[src/design/usfc_pkg.sv]
// frame format and operating mode constants and types
`default_nettype none
package usfc_pkg;
    // register map, printed offsets
    localparam logic [15:0] FRAME_FORMAT_OFS  = 16'hfd28;
    localparam logic [15:0] OP_MODE_OFS       = 16'hfd2a;
    localparam logic [7:0]  FRAME_FORMAT_RST  = 8'h00;
    localparam logic [7:0]  OP_MODE_RST       = 8'h00;
    // writable bits; the rest is reserved and reads zero
    localparam logic [7:0]  FRAME_FORMAT_WMASK = 8'h7f;
    localparam logic [7:0]  OP_MODE_WMASK      = 8'h3f;
    localparam logic [7:0]  RDATA_IDLE         = 8'h00;

    // data width codes
    localparam logic [1:0] WIDTH_EIGHT = 2'h0;
    localparam logic [1:0] WIDTH_SEVEN = 2'h1;
    localparam logic [1:0] WIDTH_NINE  = 2'h2;
    localparam logic [1:0] WIDTH_LOOP  = 2'h3;
    localparam logic [3:0] DBITS_SEVEN = 4'h7;
    localparam logic [3:0] DBITS_EIGHT = 4'h8;
    localparam logic [3:0] DBITS_NINE  = 4'h9;

    // parity select codes
    localparam logic [1:0] PAR_ODD   = 2'h0;
    localparam logic [1:0] PAR_EVEN  = 2'h1;
    localparam logic [1:0] PAR_MARK  = 2'h2;
    localparam logic [1:0] PAR_SPACE = 2'h3;

    // core clock periods per bit
    localparam logic [4:0] ASYNC_OVERSAMPLE = 5'h10;
    localparam logic [4:0] SYNC_OVERSAMPLE  = 5'h01;

    typedef struct packed {
        logic       rsvd;
        logic       parity_on;
        logic [1:0] parity_sel;
        logic       tx_ninth_bit;
        logic       stop_count_sel;
        logic [1:0] width_sel;
    } usfc_frame_type;

    typedef struct packed {
        logic [1:0] rsvd;
        logic       rx_dma_request_on;
        logic       tx_dma_request_on;
        logic       sync_clock_source;
        logic       force_line_break;
        logic       attention_enable;
        logic       sync_select;
    } usfc_mode_type;

    // decoded settings handed to the shifters and baud logic
    typedef struct packed {
        logic [3:0] data_bits;
        logic       loopback;
        logic       two_stop;
        logic       tx_ninth;
        logic       parity_active;
        logic [1:0] parity_sel;
        logic       sync_mode;
        logic       attention;
        logic       ext_clock;
        logic [4:0] clk_ratio;
    } usfc_cfg_type;

    // decode of both registers at their reset value, so that the first
    // edge after reset shows no meaningless zero width or ratio
    localparam usfc_cfg_type CFG_RST = '{
        data_bits: DBITS_EIGHT, clk_ratio: ASYNC_OVERSAMPLE, default: '0};
endpackage
`default_nettype wire

[src/design/usfc_ctrl.sv]
// frame format and operating mode registers with their decode
`default_nettype none
module usfc_ctrl
    import usfc_pkg::*;
#(
    parameter int ADDR_W = 16
) (
    // clock and reset
    input  wire logic              core_clk_i,
    input  wire logic              resetn_i,
    // register port
    input  wire logic [ADDR_W-1:0] reg_addr_i,
    input  wire logic [7:0]        reg_wdata_i,
    input  wire logic              reg_wr_i,
    input  wire logic              reg_rd_i,
    output logic [7:0]             reg_rdata_o,
    // buffer flags and interrupt enables
    input  wire logic              tx_buffer_empty_flag_i,
    input  wire logic              rx_buffer_full_flag_i,
    input  wire logic              tx_irq_enable_i,
    input  wire logic              rx_irq_enable_i,
    // receiver and transmitter cores
    input  wire logic              rx_char_done_i,
    input  wire logic              rx_ninth_bit_i,
    input  wire logic              tx_shift_line_i,
    input  wire logic              baud_clk_i,
    // decoded settings and requests
    output var usfc_cfg_type       cfg_o,
    output logic                   tx_dma_req_o,
    output logic                   rx_dma_req_o,
    output logic                   tx_irq_o,
    output logic                   rx_irq_o,
    output logic                   ext_clk_rise_o,
    // serial pins
    output logic                   serial_tx_line_o,
    input  wire logic              serial_clock_pin_i,
    output logic                   serial_clock_pin_o,
    output logic                   serial_clock_pin_oe_n_o
);

    if (ADDR_W < 16) begin : g_addr_chk
        $error("usfc_ctrl: ADDR_W must hold a 16-bit offset");
    end

    usfc_frame_type frame_reg;
    usfc_mode_type  mode_reg;
    usfc_cfg_type   cfg_next;
    logic           sclk_meta_reg;
    logic           sclk_sync_reg;
    logic           sclk_prev_reg;
    logic           nine_bit;
    logic           frame_hit;
    logic           mode_hit;
    logic           atn_clear;

    function automatic logic addr_is(input logic [ADDR_W-1:0] a,
                                     input logic [15:0] ofs);
        return a == ADDR_W'(ofs);
    endfunction

    function automatic logic is_nine(input logic [1:0] w);
        return (w == WIDTH_NINE) || (w == WIDTH_LOOP);
    endfunction

    function automatic logic [3:0] width_bits(input logic [1:0] w);
        logic [3:0] b;
        b = DBITS_EIGHT;
        if (w == WIDTH_SEVEN) begin
            b = DBITS_SEVEN;
        end else if (is_nine(w)) begin
            b = DBITS_NINE;
        end
        return b;
    endfunction

    assign frame_hit = addr_is(reg_addr_i, FRAME_FORMAT_OFS);
    assign mode_hit  = addr_is(reg_addr_i, OP_MODE_OFS);
    assign nine_bit  = is_nine(frame_reg.width_sel);

    // address frame: nine-bit character with ninth bit set
    assign atn_clear = rx_char_done_i && rx_ninth_bit_i && nine_bit;

    // frame format register
    always_ff @(posedge core_clk_i or negedge resetn_i) begin
        if (!resetn_i) begin
            frame_reg <= FRAME_FORMAT_RST;
        end else if (reg_wr_i && frame_hit) begin
            frame_reg <= reg_wdata_i & FRAME_FORMAT_WMASK;
        end
    end

    // mode register; a software write in the same cycle as an address
    // frame wins, since it carries the newer intent
    always_ff @(posedge core_clk_i or negedge resetn_i) begin
        if (!resetn_i) begin
            mode_reg <= OP_MODE_RST;
        end else if (reg_wr_i && mode_hit) begin
            mode_reg <= reg_wdata_i & OP_MODE_WMASK;
        end else if (atn_clear) begin
            mode_reg.attention_enable <= 1'b0;
        end
    end

    // read data stands only in the cycle after the strobe
    always_ff @(posedge core_clk_i or negedge resetn_i) begin
        if (!resetn_i) begin
            reg_rdata_o <= RDATA_IDLE;
        end else if (reg_rd_i && frame_hit) begin
            reg_rdata_o <= frame_reg;
        end else if (reg_rd_i && mode_hit) begin
            reg_rdata_o <= mode_reg;
        end else begin
            reg_rdata_o <= RDATA_IDLE;
        end
    end

    // settings decode
    always_comb begin
        cfg_next.data_bits  = width_bits(frame_reg.width_sel);
        cfg_next.loopback   = frame_reg.width_sel == WIDTH_LOOP;
        cfg_next.two_stop   = frame_reg.stop_count_sel;
        cfg_next.tx_ninth   = nine_bit && frame_reg.tx_ninth_bit;
        cfg_next.parity_active = frame_reg.parity_on && !nine_bit
                              && !mode_reg.attention_enable;
        // select kept even when inactive; the shifter ignores it then
        cfg_next.parity_sel = frame_reg.parity_sel;
        cfg_next.sync_mode  = mode_reg.sync_select;
        cfg_next.attention  = mode_reg.attention_enable;
        cfg_next.ext_clock  = mode_reg.sync_select
                           && mode_reg.sync_clock_source;
        cfg_next.clk_ratio  = mode_reg.sync_select ? SYNC_OVERSAMPLE
                                                   : ASYNC_OVERSAMPLE;
    end

    // registered so the shifters see a clean, glitch-free word
    always_ff @(posedge core_clk_i or negedge resetn_i) begin
        if (!resetn_i) begin
            cfg_o <= CFG_RST;
        end else begin
            cfg_o <= cfg_next;
        end
    end

    // transmit line; break overrides whatever the shifter sends
    always_ff @(posedge core_clk_i or negedge resetn_i) begin
        if (!resetn_i) begin
            serial_tx_line_o <= 1'b1;
        end else begin
            serial_tx_line_o <= tx_shift_line_i
                             && !mode_reg.force_line_break;
        end
    end

    // serial clock pin: driven only in synchronous internal-clock mode
    always_ff @(posedge core_clk_i or negedge resetn_i) begin
        if (!resetn_i) begin
            serial_clock_pin_o      <= 1'b1;
            serial_clock_pin_oe_n_o <= 1'b1;
        end else begin
            serial_clock_pin_o      <= baud_clk_i;
            serial_clock_pin_oe_n_o <= !(mode_reg.sync_select
                                    && !mode_reg.sync_clock_source);
        end
    end

    // external clock synchroniser and rising edge detect
    always_ff @(posedge core_clk_i or negedge resetn_i) begin
        if (!resetn_i) begin
            sclk_meta_reg <= 1'b0;
            sclk_sync_reg <= 1'b0;
            sclk_prev_reg <= 1'b0;
        end else begin
            sclk_meta_reg <= serial_clock_pin_i;
            sclk_sync_reg <= sclk_meta_reg;
            sclk_prev_reg <= sclk_sync_reg;
        end
    end

    // edges only count when the external source is selected
    always_ff @(posedge core_clk_i or negedge resetn_i) begin
        if (!resetn_i) begin
            ext_clk_rise_o <= 1'b0;
        end else begin
            ext_clk_rise_o <= sclk_sync_reg && !sclk_prev_reg
                           && mode_reg.sync_select
                           && mode_reg.sync_clock_source;
        end
    end

    // requests follow the flags without delay
    assign tx_dma_req_o = tx_buffer_empty_flag_i
                       && mode_reg.tx_dma_request_on;
    assign rx_dma_req_o = rx_buffer_full_flag_i
                       && mode_reg.rx_dma_request_on;
    assign tx_irq_o = tx_buffer_empty_flag_i && tx_irq_enable_i
                   && !mode_reg.tx_dma_request_on;
    assign rx_irq_o = rx_buffer_full_flag_i && rx_irq_enable_i
                   && !mode_reg.rx_dma_request_on;

    a_width_seven: assert property (
        @(posedge core_clk_i) disable iff (!resetn_i)
        frame_reg.width_sel == WIDTH_SEVEN |=>
            cfg_o.data_bits == DBITS_SEVEN && !cfg_o.loopback)
        else $error("seven-bit code not decoded");

    a_width_eight: assert property (
        @(posedge core_clk_i) disable iff (!resetn_i)
        frame_reg.width_sel == WIDTH_EIGHT && frame_reg.parity_on
            && !mode_reg.attention_enable |=>
            cfg_o.data_bits == DBITS_EIGHT && cfg_o.parity_active)
        else $error("parity changed data width");

    a_loop_nine: assert property (
        @(posedge core_clk_i) disable iff (!resetn_i)
        frame_reg.width_sel == WIDTH_LOOP |=>
            cfg_o.loopback && cfg_o.data_bits == DBITS_NINE)
        else $error("loopback code not decoded");

    a_stop_count: assert property (
        @(posedge core_clk_i) disable iff (!resetn_i)
        1'b1 |=> cfg_o.two_stop == $past(frame_reg.stop_count_sel))
        else $error("stop count not following register");

    a_ninth_gate: assert property (
        @(posedge core_clk_i) disable iff (!resetn_i)
        !nine_bit |=> !cfg_o.tx_ninth)
        else $error("ninth bit leaked into short frame");

    a_ninth_value: assert property (
        @(posedge core_clk_i) disable iff (!resetn_i)
        frame_reg.width_sel == WIDTH_NINE && frame_reg.tx_ninth_bit
            |=> cfg_o.tx_ninth)
        else $error("ninth bit value lost");

    a_nine_no_par: assert property (
        @(posedge core_clk_i) disable iff (!resetn_i)
        nine_bit |=> !cfg_o.parity_active)
        else $error("parity active in nine-bit frame");

    a_atn_no_par: assert property (
        @(posedge core_clk_i) disable iff (!resetn_i)
        mode_reg.attention_enable |=> !cfg_o.parity_active)
        else $error("parity active in attention mode");

    a_par_off: assert property (
        @(posedge core_clk_i) disable iff (!resetn_i)
        !frame_reg.parity_on |=> !cfg_o.parity_active)
        else $error("parity active while disabled");

    a_frame_rdback: assert property (
        @(posedge core_clk_i) disable iff (!resetn_i)
        reg_wr_i && frame_hit ##1 reg_rd_i && frame_hit |=>
            reg_rdata_o == ($past(reg_wdata_i, 2) & FRAME_FORMAT_WMASK))
        else $error("frame format read-back mismatch");

    a_rsvd_zero: assert property (
        @(posedge core_clk_i) disable iff (!resetn_i)
        $past(reg_rd_i && mode_hit) |-> reg_rdata_o[7:6] == 2'h0)
        else $error("reserved mode bits read nonzero");

    a_atn_clear: assert property (
        @(posedge core_clk_i) disable iff (!resetn_i)
        atn_clear && !(reg_wr_i && mode_hit) |=>
            !mode_reg.attention_enable ##1 !cfg_o.attention)
        else $error("address frame did not clear attention");

    a_brk_low: assert property (
        @(posedge core_clk_i) disable iff (!resetn_i)
        mode_reg.force_line_break [*2] |-> !serial_tx_line_o)
        else $error("transmit line not held low in break");

    a_sclk_drive: assert property (
        @(posedge core_clk_i) disable iff (!resetn_i)
        mode_reg.sync_select && !mode_reg.sync_clock_source |=>
            !serial_clock_pin_oe_n_o
            && serial_clock_pin_o == $past(baud_clk_i))
        else $error("serial clock not driven");

    a_async_float: assert property (
        @(posedge core_clk_i) disable iff (!resetn_i)
        !mode_reg.sync_select |=> serial_clock_pin_oe_n_o
            && !ext_clk_rise_o && cfg_o.clk_ratio == ASYNC_OVERSAMPLE)
        else $error("clock pin active in asynchronous mode");

    a_dma_tx: assert property (
        @(posedge core_clk_i) disable iff (!resetn_i)
        tx_dma_req_o |-> tx_buffer_empty_flag_i && !tx_irq_o)
        else $error("transmit request without empty flag");

    a_dma_rx: assert property (
        @(posedge core_clk_i) disable iff (!resetn_i)
        rx_buffer_full_flag_i && mode_reg.rx_dma_request_on
            |-> rx_dma_req_o && !rx_irq_o)
        else $error("receive request missing or irq not suppressed");

    a_frame_rsvd: assert property (
        @(posedge core_clk_i) disable iff (!resetn_i)
        $past(reg_rd_i && frame_hit) |-> !reg_rdata_o[7])
        else $error("reserved frame bit reads nonzero");

    a_psel_pass: assert property (
        @(posedge core_clk_i) disable iff (!resetn_i)
        1'b1 |=> cfg_o.parity_sel == $past(frame_reg.parity_sel))
        else $error("parity select not following register");

    a_sync_follow: assert property (
        @(posedge core_clk_i) disable iff (!resetn_i)
        1'b1 |=> cfg_o.sync_mode == $past(mode_reg.sync_select))
        else $error("sync mode not following register");

    a_attn_follow: assert property (
        @(posedge core_clk_i) disable iff (!resetn_i)
        1'b1 |=> cfg_o.attention == $past(mode_reg.attention_enable))
        else $error("attention not following register");

    a_sync_ratio: assert property (
        @(posedge core_clk_i) disable iff (!resetn_i)
        mode_reg.sync_select |=> cfg_o.clk_ratio == SYNC_OVERSAMPLE)
        else $error("synchronous clock ratio wrong");

    a_tx_follow: assert property (
        @(posedge core_clk_i) disable iff (!resetn_i)
        !mode_reg.force_line_break |=>
            serial_tx_line_o == $past(tx_shift_line_i))
        else $error("transmit line not following shifter");

    a_irq_gate: assert property (
        @(posedge core_clk_i) disable iff (!resetn_i)
        tx_irq_o || rx_irq_o |-> !(tx_irq_o && mode_reg.tx_dma_request_on)
            && !(rx_irq_o && mode_reg.rx_dma_request_on))
        else $error("interrupt raised while its DMA is enabled");

endmodule // usfc_ctrl
`default_nettype wire

[config.mk]
export PLATFORM = sky130hd
export DESIGN_NAME = usfc_ctrl
export DESIGN_NICKNAME = d
export VERILOG_FILES = /design/src/design/usfc_pkg.sv /design/src/design/usfc_ctrl.sv
export SDC_FILE = /design/constraint.sdc
export NUM_CORES = 1
export LEC_CHECK = 0
export BUFFER_PORTS_ARGS = -buffer_cell sky130_fd_sc_hd__clkbuf_2
export CAP_MARGIN = 0
export CELL_PAD_IN_SITES_DETAIL_PLACEMENT = 0
export CELL_PAD_IN_SITES_GLOBAL_PLACEMENT = 1
export CORE_UTILIZATION = 35
export DETAILED_ROUTE_END_ITERATION = 10
export HOLD_SLACK_MARGIN = 0.08
export MAX_ROUTING_LAYER = met4
export PLACE_DENSITY_LB_ADDON = 0.15
export SETUP_SLACK_MARGIN = 0.1
export SYNTH_ARGS = -nofsm -noshare
export SYNTH_HDL_FRONTEND = slang
export SYNTH_SLANG_ARGS = --single-unit
export TNS_END_PERCENT = 30
[constraint.sdc]
create_clock -name core_clk_i -period 1.8 [get_ports core_clk_i]
set_input_delay 0.09 -clock core_clk_i [delete_from_list [all_inputs] [get_ports core_clk_i]]
set_output_delay 0.09 -clock core_clk_i [all_outputs]
set_load 0.1 [all_outputs]
==> flow_summary_export.csv, run 1 <==
group,metric,value,unit
route,drtIter0Drc,30,
critical_path,critPathKind,"flop to output port",
final_layout,diodes,0,
final_layout,largest_reg_flops,13,
synth,avgSynthCellArea,15.1,sq um
critical_path,required,1.71,ns
timing,setup_violations,0,
hold_path,hold_start,"rx_ninth_bit_i",
global_route,track_usage,13.8,%
place,gp_congestion,0.649,
power_and_ir_drop,p_leak,1.12,nW
cts,insertion_delay,0.29,ns
die,ioPinCount,71,
timing,tns,0,ns
route,vias,1018,
route,wl,2670,microns
power_and_ir_drop,p_per_area,858,nW/um^2
route,drt_first_pass_iters,4,
cts,post_cts_buffers,0,
hold_path,min_to,"cfg_next[6]$_DFFE_PN0P_",
die,dieHeight,67.0,microns
route,drc,0,
global_route,globalRoute.totalOverflow,0,
synth,synth_top_cell_by_area,"dfrtp_1",
global_route,antenna_found_initial,0,
final_layout,area_delta_synth_final,40.6,%
synth,yosys.area_share.simple,13.9,%
route,routed_via_density,4.39,
final_layout,fin_nets,218,
place,dp_hpwl,1980,microns
global_route,grt_pass1_vias,955,
route,ant_nets,0,
synth,synth_cell_types,23,
job,maxCapViolations,0,
critical_path,r2r_slack,0.88,ns
place,place_area,1860,sq um
critical_path,crit_fanout,4,
cts,cts_made_buffers,5,
final_layout,stdcell_area,2080,sq um
synth,async_flop_share,100,%
cts,clk_pin_slew,0.07,ns
synth,synth_top_cell_area_share,59.3,%
final_layout,drive_above_1_share,54.9,%
synth,synth_common_cells,"dfrtp_1, mux2_2, a22o_1, and2_1, buf_4",
outcome,status,"completed",
synth,synth-xor-area-share,0,%
critical_path,critical_path_arrival,1.28,ns
timing,timing.final.crit_share,76.2,%
timing,rsz0062_at_grt,"no",
synth,synth_mux_area_share,9.91,%
die,initial_core_util,36.7,%
timing,hold_viol_final,0,
synth,synthAdderAreaFrac,0,%
die,placementRows,23,
timing,fin_skew,0.00298,ns
cts,cts.sinks,40,
die,core_area,4030,sq um
final_layout,top_register,"cfg_o",
critical_path,worstReg2RegStart,"frame_reg[1]$_DFFE_PN0P_",
cts,cts_tree,"built",
global_route,grt_pass1_wl,4200,microns
critical_path,ff2ff_path_depth,2,
synth,synth_top_family_by_area,"simple AND/OR/NAND/NOR gates",
synth,synth_compound_area_share,3.98,%
cts,htreeDepth,2,
synth,synth_edf_count,0,
critical_path,reg2reg_to,"cfg_next[6]$_DFFE_PN0P_",
critical_path,start_kind,"flop",
synth,synth_cells,98,
synth,syn_area,1480,sq um
synth,synth-seq-cells,40,
synth,yosys.cell_count.top_type,"dfrtp_1",
route,routedWlPerCell,11.5,microns
global_route,grt_max_degree,41,
timing,max_slew_margin,63.4,%
timing,worst_pin_slew,0.551,ns
hold_path,hold_class,"input port to flop",
critical_path,cp-end-kind,"output port",
power_and_ir_drop,peakVddDrop,310,uV
timing,slew_viol_final,0,
synth,synth_area_leaders,"dfrtp_1, mux2_2, dfstp_2",
cts,cts-root-buf,"clkbuf_8",
timing,fmax,0.729,GHz
cts,cts.path.max_buffers,2,
die,dieArea,4490,sq um
synth,ys_seq_area_share,68.2,%
place,io_buffer_count,65,
timing,period_minus_slack,1.37,ns
hold_path,hold_depth,3,
synth,yosys_warnings,0,
synth,ys.flop_type,"dfrtp_1",
die,die_w,67.0,microns
## layer usage
| metal | vias up | global-route usage (%) | routed length, microns | part of all wire (%) |
|---|---|---|---|---|
| li1 | 490 | - | - | - |
| met1 | 471 | 15.1 | 1080 | 41 |
| met2 | 53 | 22.5 | 1340 | 50 |
| met3 | 4 | 4.62 | 199 | 7.5 |
| met4 | 0 | 6.38 | 46 | 1.7 |
| met5 | - | - | 0 | 0 |
## how the worst max path moves through the flow
| stage | start | end | slack (ns) | cells after the start |
|---|---|---|---|---|
| floorplan | mode_reg[4]$_DFFE_PN0P_ | tx_irq_o | 0.06 | 1 |
| global placement | reg_addr_i[0] | frame_reg[1]$_DFFE_PN0P_ | 0.15 | 5 |
| detailed placement | reg_addr_i[0] | cfg_next[8]$_DFFE_PN0P_ | 0.14 | 5 |
| CTS | mode_reg[4]$_DFFE_PN0P_ | tx_irq_o | 0.41 | 2 |
| global route | mode_reg[5]$_DFFE_PN0P_ | rx_dma_req_o | 0.35 | 2 |
| finish | mode_reg[4]$_DFFE_PN0P_ | tx_irq_o | 0.43 | 2 |
## logic make-up (layout without fill, tap and decap cells)
| kind of cell | Yosys count | count (layout) |
|---|---|---|
| DFF | 40 | 40 |
| and+or+nand+nor | 28 | 28 |
| buffers and inverters | 9 | 90 |
| other | 1 | 4 |
| muxes | 13 | 13 |
| AOI/OAI and AO/OA | 7 | 7 |
## what timing repair did
| action | in CTS | in global routing |
|---|---|---|
| hold endpoints to repair | 51 | 0 |
| gates resized for setup | 0 | 0 |
| hold buffers | 11 | 0 |
| endpoints found under the setup margin | 0 | 0 |
## where the power goes
part | total, mW | switching, mW | internal (mW) | leakage, nW
clock | 0.710 | 0.300 | 0.410 | 0.0541
combinational | 0.166 | 0.112 | 0.0541 | 0.545
sequential | 0.908 | 0.00189 | 0.906 | 0.524
## layout by cell type, fill, tap and decap left out, drive strengths merged, types with 2 or more instances in the layout
cell         Yosys  layout
nand4            2       2
conb             1       4
inv              3       3
nand2b           2       2
clkbuf           0      70
buf              6       3
nor3b            3       3
dfrtp           35      35
dlygate4sd3      0      11
mux2            13      13
and2             6       6
dfstp            5       5
a22o             6       6
nor2             4       4
nand2            4       4
## per-stage QoR
step                power [mW]  std cells  setup WS [ns]  utilization, %  hold slack (ns)
detailed placement        1.07        213          0.137            46.1            0.169
finish                    1.78        232          0.428            51.6            0.199
global placement          1.07        213          0.155            46.1            0.161
CTS                       1.80        232          0.407            51.6            0.200
floorplan                 1.02        101         0.0626               -           -0.206
global route              1.85        232          0.346            51.6            0.201
## area by class of cell
cell class	count	area [sq um]
clock buffers	5	68.8
clock inverters	3	42.5
fillers	384	1950
inverters	3	11.3
multi-input cells	52	428
flip-flops and latches	40	1010
well taps	50	62.6
repair buffers	79	458
## worst max-delay path: stages (launching register included)
cell,delay (ns)
dfrtp_1,0.41
nor2_1,0.12
clkbuf_2,0.47
(Power assumes the default switching activity.)
==> run 2: changes to the inputs <==
==> constraint.sdc (replaced) <==
create_clock -name core_clk_i -period 1.3 [get_ports core_clk_i]
set_input_delay 0.065 -clock core_clk_i [delete_from_list [all_inputs] [get_ports core_clk_i]]
set_output_delay 0.065 -clock core_clk_i [all_outputs]
set_load 0.1 [all_outputs]
==> flow_summary_export.csv, run 2 (synthesis results as in run 1) <==
group,metric,value,unit
timing,setup_violations,0,
power_and_ir_drop,switching_share,22.3,%
cts,cts_tree,"built",
cts,insertion_delay,0.29,ns
global_route,met1_usage,16.0,%
timing,timing.final.crit_share,90.2,%
final_layout,stdcell_area,2260,sq um
global_route,grt_pass1_vias,996,
place,gp_congestion,0.711,
critical_path,max_stage_delay,0.43,ns
route,drc,0,
critical_path,crit_fanout,4,
final_layout,area_delta_synth_final,53.2,%
place,io_buffer_count,65,
timing,worst_pin_slew,0.586,ns
cts,cts.sinks,40,
global_route,globalRoute.totalOverflow,0,
final_layout,layout_commonest_cell,"clkbuf_2",
power_and_ir_drop,p_switching,0.569,mW
route,vias,1041,
cts,cts.path.max_buffers,2,
power_and_ir_drop,p_int,1.98,mW
final_layout,fin_nets,222,
route,routed_via_density,4.41,
power_and_ir_drop,peakVddDrop,482,uV
final_layout,fillers,362,
final_layout,top_register,"cfg_o",
cts,cts-root-buf,"clkbuf_8",
timing,fin_ws,0.127,ns
cts,clk_pin_slew,0.08,ns
die,dieHeight,67.0,microns
power_and_ir_drop,totalPowerFinal,2.55,mW
global_route,use_met3,4.28,%
cts,cts_made_buffers,5,
timing,slew_viol_final,0,
route,routedWlPerCell,11.5,microns
power_and_ir_drop,share_comb_of_total_power,10.0,%
critical_path,cp-end-kind,"output port",
power_and_ir_drop,p_leak,1.20,nW
timing,fin_skew,0.00661,ns
timing,whs,0.180,ns
die,ioPinCount,71,
outcome,status,"completed",
route,drt_first_pass_iters,2,
critical_path,crit_chain,"and2_1 -> buf_12",
route,ant_nets,0,
final_layout,diodes,0,
timing,fmax,0.853,GHz
cts,htreeDepth,2,
critical_path,critical_path_arrival,1.11,ns
critical_path,start_kind,"flop",
power_and_ir_drop,pwr-share-clk,40.6,%
route,wl,2710,microns
global_route,grt_pass1_wl,4260,microns
die,placementRows,23,
power_and_ir_drop,p_per_area,1130,nW/um^2
timing,max_slew_margin,60.9,%
critical_path,critPathKind,"flop to output port",
timing,hold_viol_final,0,
final_layout,largest_reg_flops,13,
global_route,grt_max_degree,27,
final_layout,drive_above_1_share,57.5,%
hold_path,hold_class,"input port to flop",
final_layout,fin_util,56.2,%
job,maxCapViolations,0,
global_route,track_usage,14.0,%
die,core_area,4030,sq um
timing,rsz0062_at_grt,"yes",
global_route,met2_usage,20.8,%
timing,period_minus_slack,1.17,ns
place,place_ws,-0.191,ns
global_route,busiest_layer,"met2",
die,die_w,67.0,microns
cts,postCtsResizedCells,0,
final_layout,final_cell_mix,"clkbuf_2, dfrtp_1, mux2_2",
die,initial_core_util,36.7,%
power_and_ir_drop,seqPwrFrac,49.4,%
route,drtIter0Drc,35,
place,place_area,2030,sq um
place,dp_hpwl,2100,microns
die,dieArea,4490,sq um
critical_path,r2r_slack,0.38,ns
global_route,antenna_found_initial,0,
critical_path,crit_slowest_cell,"dfrtp_1",
critical_path,required,1.24,ns
## run 2: cell count changes in the layout (fill, tap and decap cells not counted), moves of 2 or more
cell / before / now
dfrtp_2: 0 / 2
buf_4: 3 / 7
clkbuf_2: 65 / 56
dfrtp_1: 35 / 33
buf_12: 0 / 9
## run 2: worst paths after layout
kind	start	end	cells past startpoint
worst max-delay path	mode_reg[4]$_DFFE_PN0P_	tx_dma_req_o	2
worst min-delay path	rx_ninth_bit_i	cfg_next[6]$_DFFE_PN0P_	3
worst max register to register	frame_reg[1]$_DFFE_PN0P_	cfg_next[6]$_DFFE_PN0P_	2
worst min register to register	sclk_meta_reg$_DFF_PN0_	sclk_sync_reg$_DFF_PN0_	0
max in group asynchronous	resetn_i	frame_reg[0]$_DFFE_PN0P_	3
min in group asynchronous	resetn_i	reg_rdata_o[0]$_DFF_PN0_	2
## run 2: critical path, delay by kind of cell (launching register included)
family / cells / cell delay, ns
DFF: 1 / 0.43
and+or+nand+nor: 1 / 0.20
buffers and inverters: 1 / 0.18
## run 2: through the flow
stage,cells,setup TNS (ns)
2_1_floorplan,101,-0.441
5_1_grt,236,0
6_report,236,0
4_1_cts,236,0
3_3_place_gp,217,-1.67
3_5_place_dp,217,-2.02
## run 2: per-layer routing
layer / up-vias / wire length [microns]
li1: 499 / -
met1: 487 / 1130
met2: 51 / 1320
met3: 4 / 208
met4: 0 / 46
met5: - / 0
## run 2: final cells by class
cell class,count,area [sq um],area share (%)
Sequential cell,40,1010,44.6
Timing Repair Buffer,83,623,27.5
Multi-Input combinational cell,52,435,19.2
Clock buffer,6,82.6,3.65
Tap cell,50,62.6,2.76
Clock inverter,2,38.8,1.71
Inverter,3,11.3,0.498
## run 2: repair_timing
item,CTS,global route
setup endpoints to repair,0,11
buffers inserted,0,0
hold endpoints to repair,35,0
hold buffers,11,0
## run 2: power groups by stage
| stage | Clock, mW | Combinational, mW | Sequential [mW] |
|---|---|---|---|
| floorplan | 0 | 0.101 | 1.31 |
| global placement | 0 | 0.231 | 1.28 |
| detailed placement | 0 | 0.233 | 1.28 |
| CTS | 1.06 | 0.260 | 1.26 |
| global route | 1.13 | 0.272 | 1.26 |
| finish | 1.03 | 0.256 | 1.26 |
==> run 3: changes to the inputs <==
--- a/config.mk
+++ b/config.mk
@@ -5,11 +5,12 @@
 export SDC_FILE = /design/constraint.sdc
 export NUM_CORES = 1
 export LEC_CHECK = 0
+export ABC_AREA = 1
 export BUFFER_PORTS_ARGS = -buffer_cell sky130_fd_sc_hd__clkbuf_2
 export CAP_MARGIN = 0
 export CELL_PAD_IN_SITES_DETAIL_PLACEMENT = 0
 export CELL_PAD_IN_SITES_GLOBAL_PLACEMENT = 1
-export CORE_UTILIZATION = 35
+export CORE_UTILIZATION = 34
 export DETAILED_ROUTE_END_ITERATION = 10
 export HOLD_SLACK_MARGIN = 0.08
 export MAX_ROUTING_LAYER = met4
==> flow_summary_export.csv, run 3 <==
group,metric,value,unit
synth,synth_cells,200,
final_layout,instances_no_fill,345,
route,drtIter0Drc,73,
hold_path,min_to,"cfg_next[6]$_DFFE_PN0P_",
critical_path,critical_path_arrival,1.09,ns
power_and_ir_drop,p_per_area,1180,nW/um^2
power_and_ir_drop,pwr-share-clk,47.1,%
die,initial_core_util,35.9,%
place,dp_hpwl,2570,microns
final_layout,area_delta_synth_final,44.6,%
synth,synth_common_cells,"nand2_1, dfrtp_1, inv_1, nand3_1, nor2_1",
synth,synth-seq-cells,40,
final_layout,fillers,497,
global_route,grt_max_degree,22,
critical_path,start_kind,"flop",
die,dieHeight,73.3,microns
timing,worst_pin_slew,0.545,ns
cts,post_cts_buffers,0,
power_and_ir_drop,p_switching,0.623,mW
final_layout,fin_nets,314,
cts,cts_made_buffers,5,
critical_path,critPathKind,"flop to output port",
final_layout,layout_commonest_cell,"nand2_1",
synth,synth_top_cell_area_share,50.7,%
timing,timing.final.crit_share,89.2,%
final_layout,drive_above_1_share,33.5,%
critical_path,crit_chain,"clkbuf_2",
final_layout,largest_reg_flops,13,
route,wl,3500,microns
global_route,globalRoute.totalOverflow,0,
synth,async_flop_share,100,%
critical_path,required,1.24,ns
cts,cts_tree,"built",
place,io_buffer_count,65,
timing,slew_viol_final,0,
cts,cts-root-buf,"clkbuf_8",
synth,syn_area,1730,sq um
outcome,status,"completed",
route,drc,0,
synth,synth_top_cell_by_area,"dfrtp_1",
synth,synth_cell_types,17,
global_route,antenna_found_initial,0,
synth,yosys_warnings,0,
global_route,grt_pass1_vias,1339,
route,vias,1436,
route,drt_first_pass_iters,4,
hold_path,hold_class,"input port to flop",
final_layout,fin_util,51.9,%
critical_path,max_stage_delay,0.45,ns
die,die_w,73.3,microns
power_and_ir_drop,share_comb_of_total_power,10.2,%
final_layout,diodes,0,
die,dieArea,5380,sq um
route,routed_via_density,4.16,
power_and_ir_drop,seqPwrFrac,42.8,%
place,dp_cells,326,
final_layout,final_cell_mix,"nand2_1, clkbuf_2, dfrtp_1",
synth,ys.flop_type,"dfrtp_1",
hold_path,hold_start,"rx_ninth_bit_i",
synth,synth_edf_count,0,
die,core_area,4820,sq um
global_route,grt_pass1_wl,6100,microns
critical_path,crit_family,"buffers and inverters",
final_layout,top_register,"cfg_o",
critical_path,r2r_slack,0.40,ns
route,ant_nets,0,
timing,fmax,0.862,GHz
timing,hold_viol_final,0,
power_and_ir_drop,switching_share,21.2,%
critical_path,worstReg2RegStart,"frame_reg[1]$_DFFE_PN0P_",
synth,avgSynthCellArea,8.65,sq um
critical_path,cp-end-kind,"output port",
cts,htreeDepth,2,
critical_path,reg2reg_to,"cfg_next[6]$_DFFE_PN0P_",
power_and_ir_drop,p_leak,1.44,nW
cts,cts.path.max_buffers,2,
critical_path,crit_slowest_cell,"clkbuf_2",
hold_path,hold_depth,6,
timing,fin_skew,0.00600,ns
die,ioPinCount,71,
place,gp_congestion,0.654,
synth,synth_area_leaders,"dfrtp_1, nand2_1, nand3_1",
cts,cts.sinks,40,
timing,max_slew_margin,63.8,%
timing,period_minus_slack,1.16,ns
critical_path,crit_fanout,1,
synth,ys_seq_area_share,58.2,%
timing,whs,0.130,ns
cts,insertion_delay,0.29,ns
job,maxCapViolations,0,
die,placementRows,25,
power_and_ir_drop,p_int,2.32,mW
cts,clk_pin_slew,0.08,ns
timing,rsz0062_at_grt,"yes",
critical_path,ff2ff_path_depth,5,
timing,setup_violations,0,
global_route,track_usage,15.8,%
synth,yosys.cell_count.top_type,"nand2_1",
route,routedWlPerCell,10.1,microns
power_and_ir_drop,peakVddDrop,420,uV
critical_path,crit_buf_inv,1,
==> run 3: changes by cell type in the layout (fill, tap and decap cells not counted), moves of 5 or more <==
cell and delta:
a22o_1 -6, inv_1 +25, nor2_1 +14, mux2_2 -13, nand2_1 +59, nand3_1 +28
and2_1 -6, buf_4 -5
==> run 3: worst max path at each step <==
stage	from	endpoint	slack [ns]	depth (start not counted)
after floorplan	cfg_o[0]$_DFF_PN0_	cfg_o[7]	-0.09	1
after global placement	reg_addr_i[8]	cfg_next[8]$_DFFE_PN0P_	0.22	8
after detailed placement	reg_addr_i[8]	frame_reg[0]$_DFFE_PN0P_	0.20	8
after CTS	cfg_o[12]$_DFF_PN0_	cfg_o[12]	0.13	1
after global routing	mode_reg[4]$_DFFE_PN0P_	tx_dma_req_o	0.09	3
final	cfg_o[12]$_DFF_PN0_	cfg_o[12]	0.14	1
==> run 3: logic make-up after synthesis <==
logic type             after synthesis  synth area share (%)
DFF                                 40                  58.2
other                                1                 0.217
and+or+nand+nor                    119                  29.7
buffers and inverters               40                  11.8
==> run 3: timing repair <==
action,in CTS,in global routing
setup endpoints to repair,0,6
hold endpoints to repair,35,0
resized for setup,0,1
hold buffers,11,0
==> run 3: cell type report <==
| type | instances | area, sq um | area share (%) |
|---|---|---|---|
| clock buffer | 5 | 68.8 | 2.75 |
| clock inverter | 3 | 90.1 | 3.60 |
| inverter | 28 | 105 | 4.20 |
| multi-input combinational | 123 | 539 | 21.6 |
| sequential | 40 | 1010 | 40.3 |
| tap | 67 | 83.8 | 3.35 |
| timing repair buffer | 79 | 606 | 24.2 |
==> run 3: metrics by stage <==
stage / TNS [ns] / worst slack (ns) / power (mW) / area (sq um)
after floorplan: -0.0890 / -0.0890 / 1.44 / 1750
after global placement: 0 / 0.225 / 1.56 / 2230
after detailed placement: 0 / 0.204 / 1.56 / 2230
after CTS: 0 / 0.127 / 2.97 / 2500
after global routing: 0 / 0.0936 / 3.06 / 2500
final: 0 / 0.140 / 2.94 / 2500
==> run 3: power by group through the flow <==
stage,registers (mW),clock network (mW),logic (mW)
after CTS,1.26,1.41,0.302
after floorplan,1.31,0,0.135
final,1.26,1.39,0.299
after global routing,1.26,1.47,0.329
after detailed placement,1.28,0,0.275
after global placement,1.28,0,0.275
==> run 3: metal layers <==
| layer | GRT usage [%] | up-vias | share of wire (%) |
|---|---|---|---|
| met4 | 6.41 | 0 | 1.0 |
| li1 | - | 743 | - |
| met2 | 26.0 | 48 | 52 |
| met1 | 18.3 | 640 | 42 |
| met5 | - | - | 0 |
| met3 | 4.12 | 5 | 5.0 |
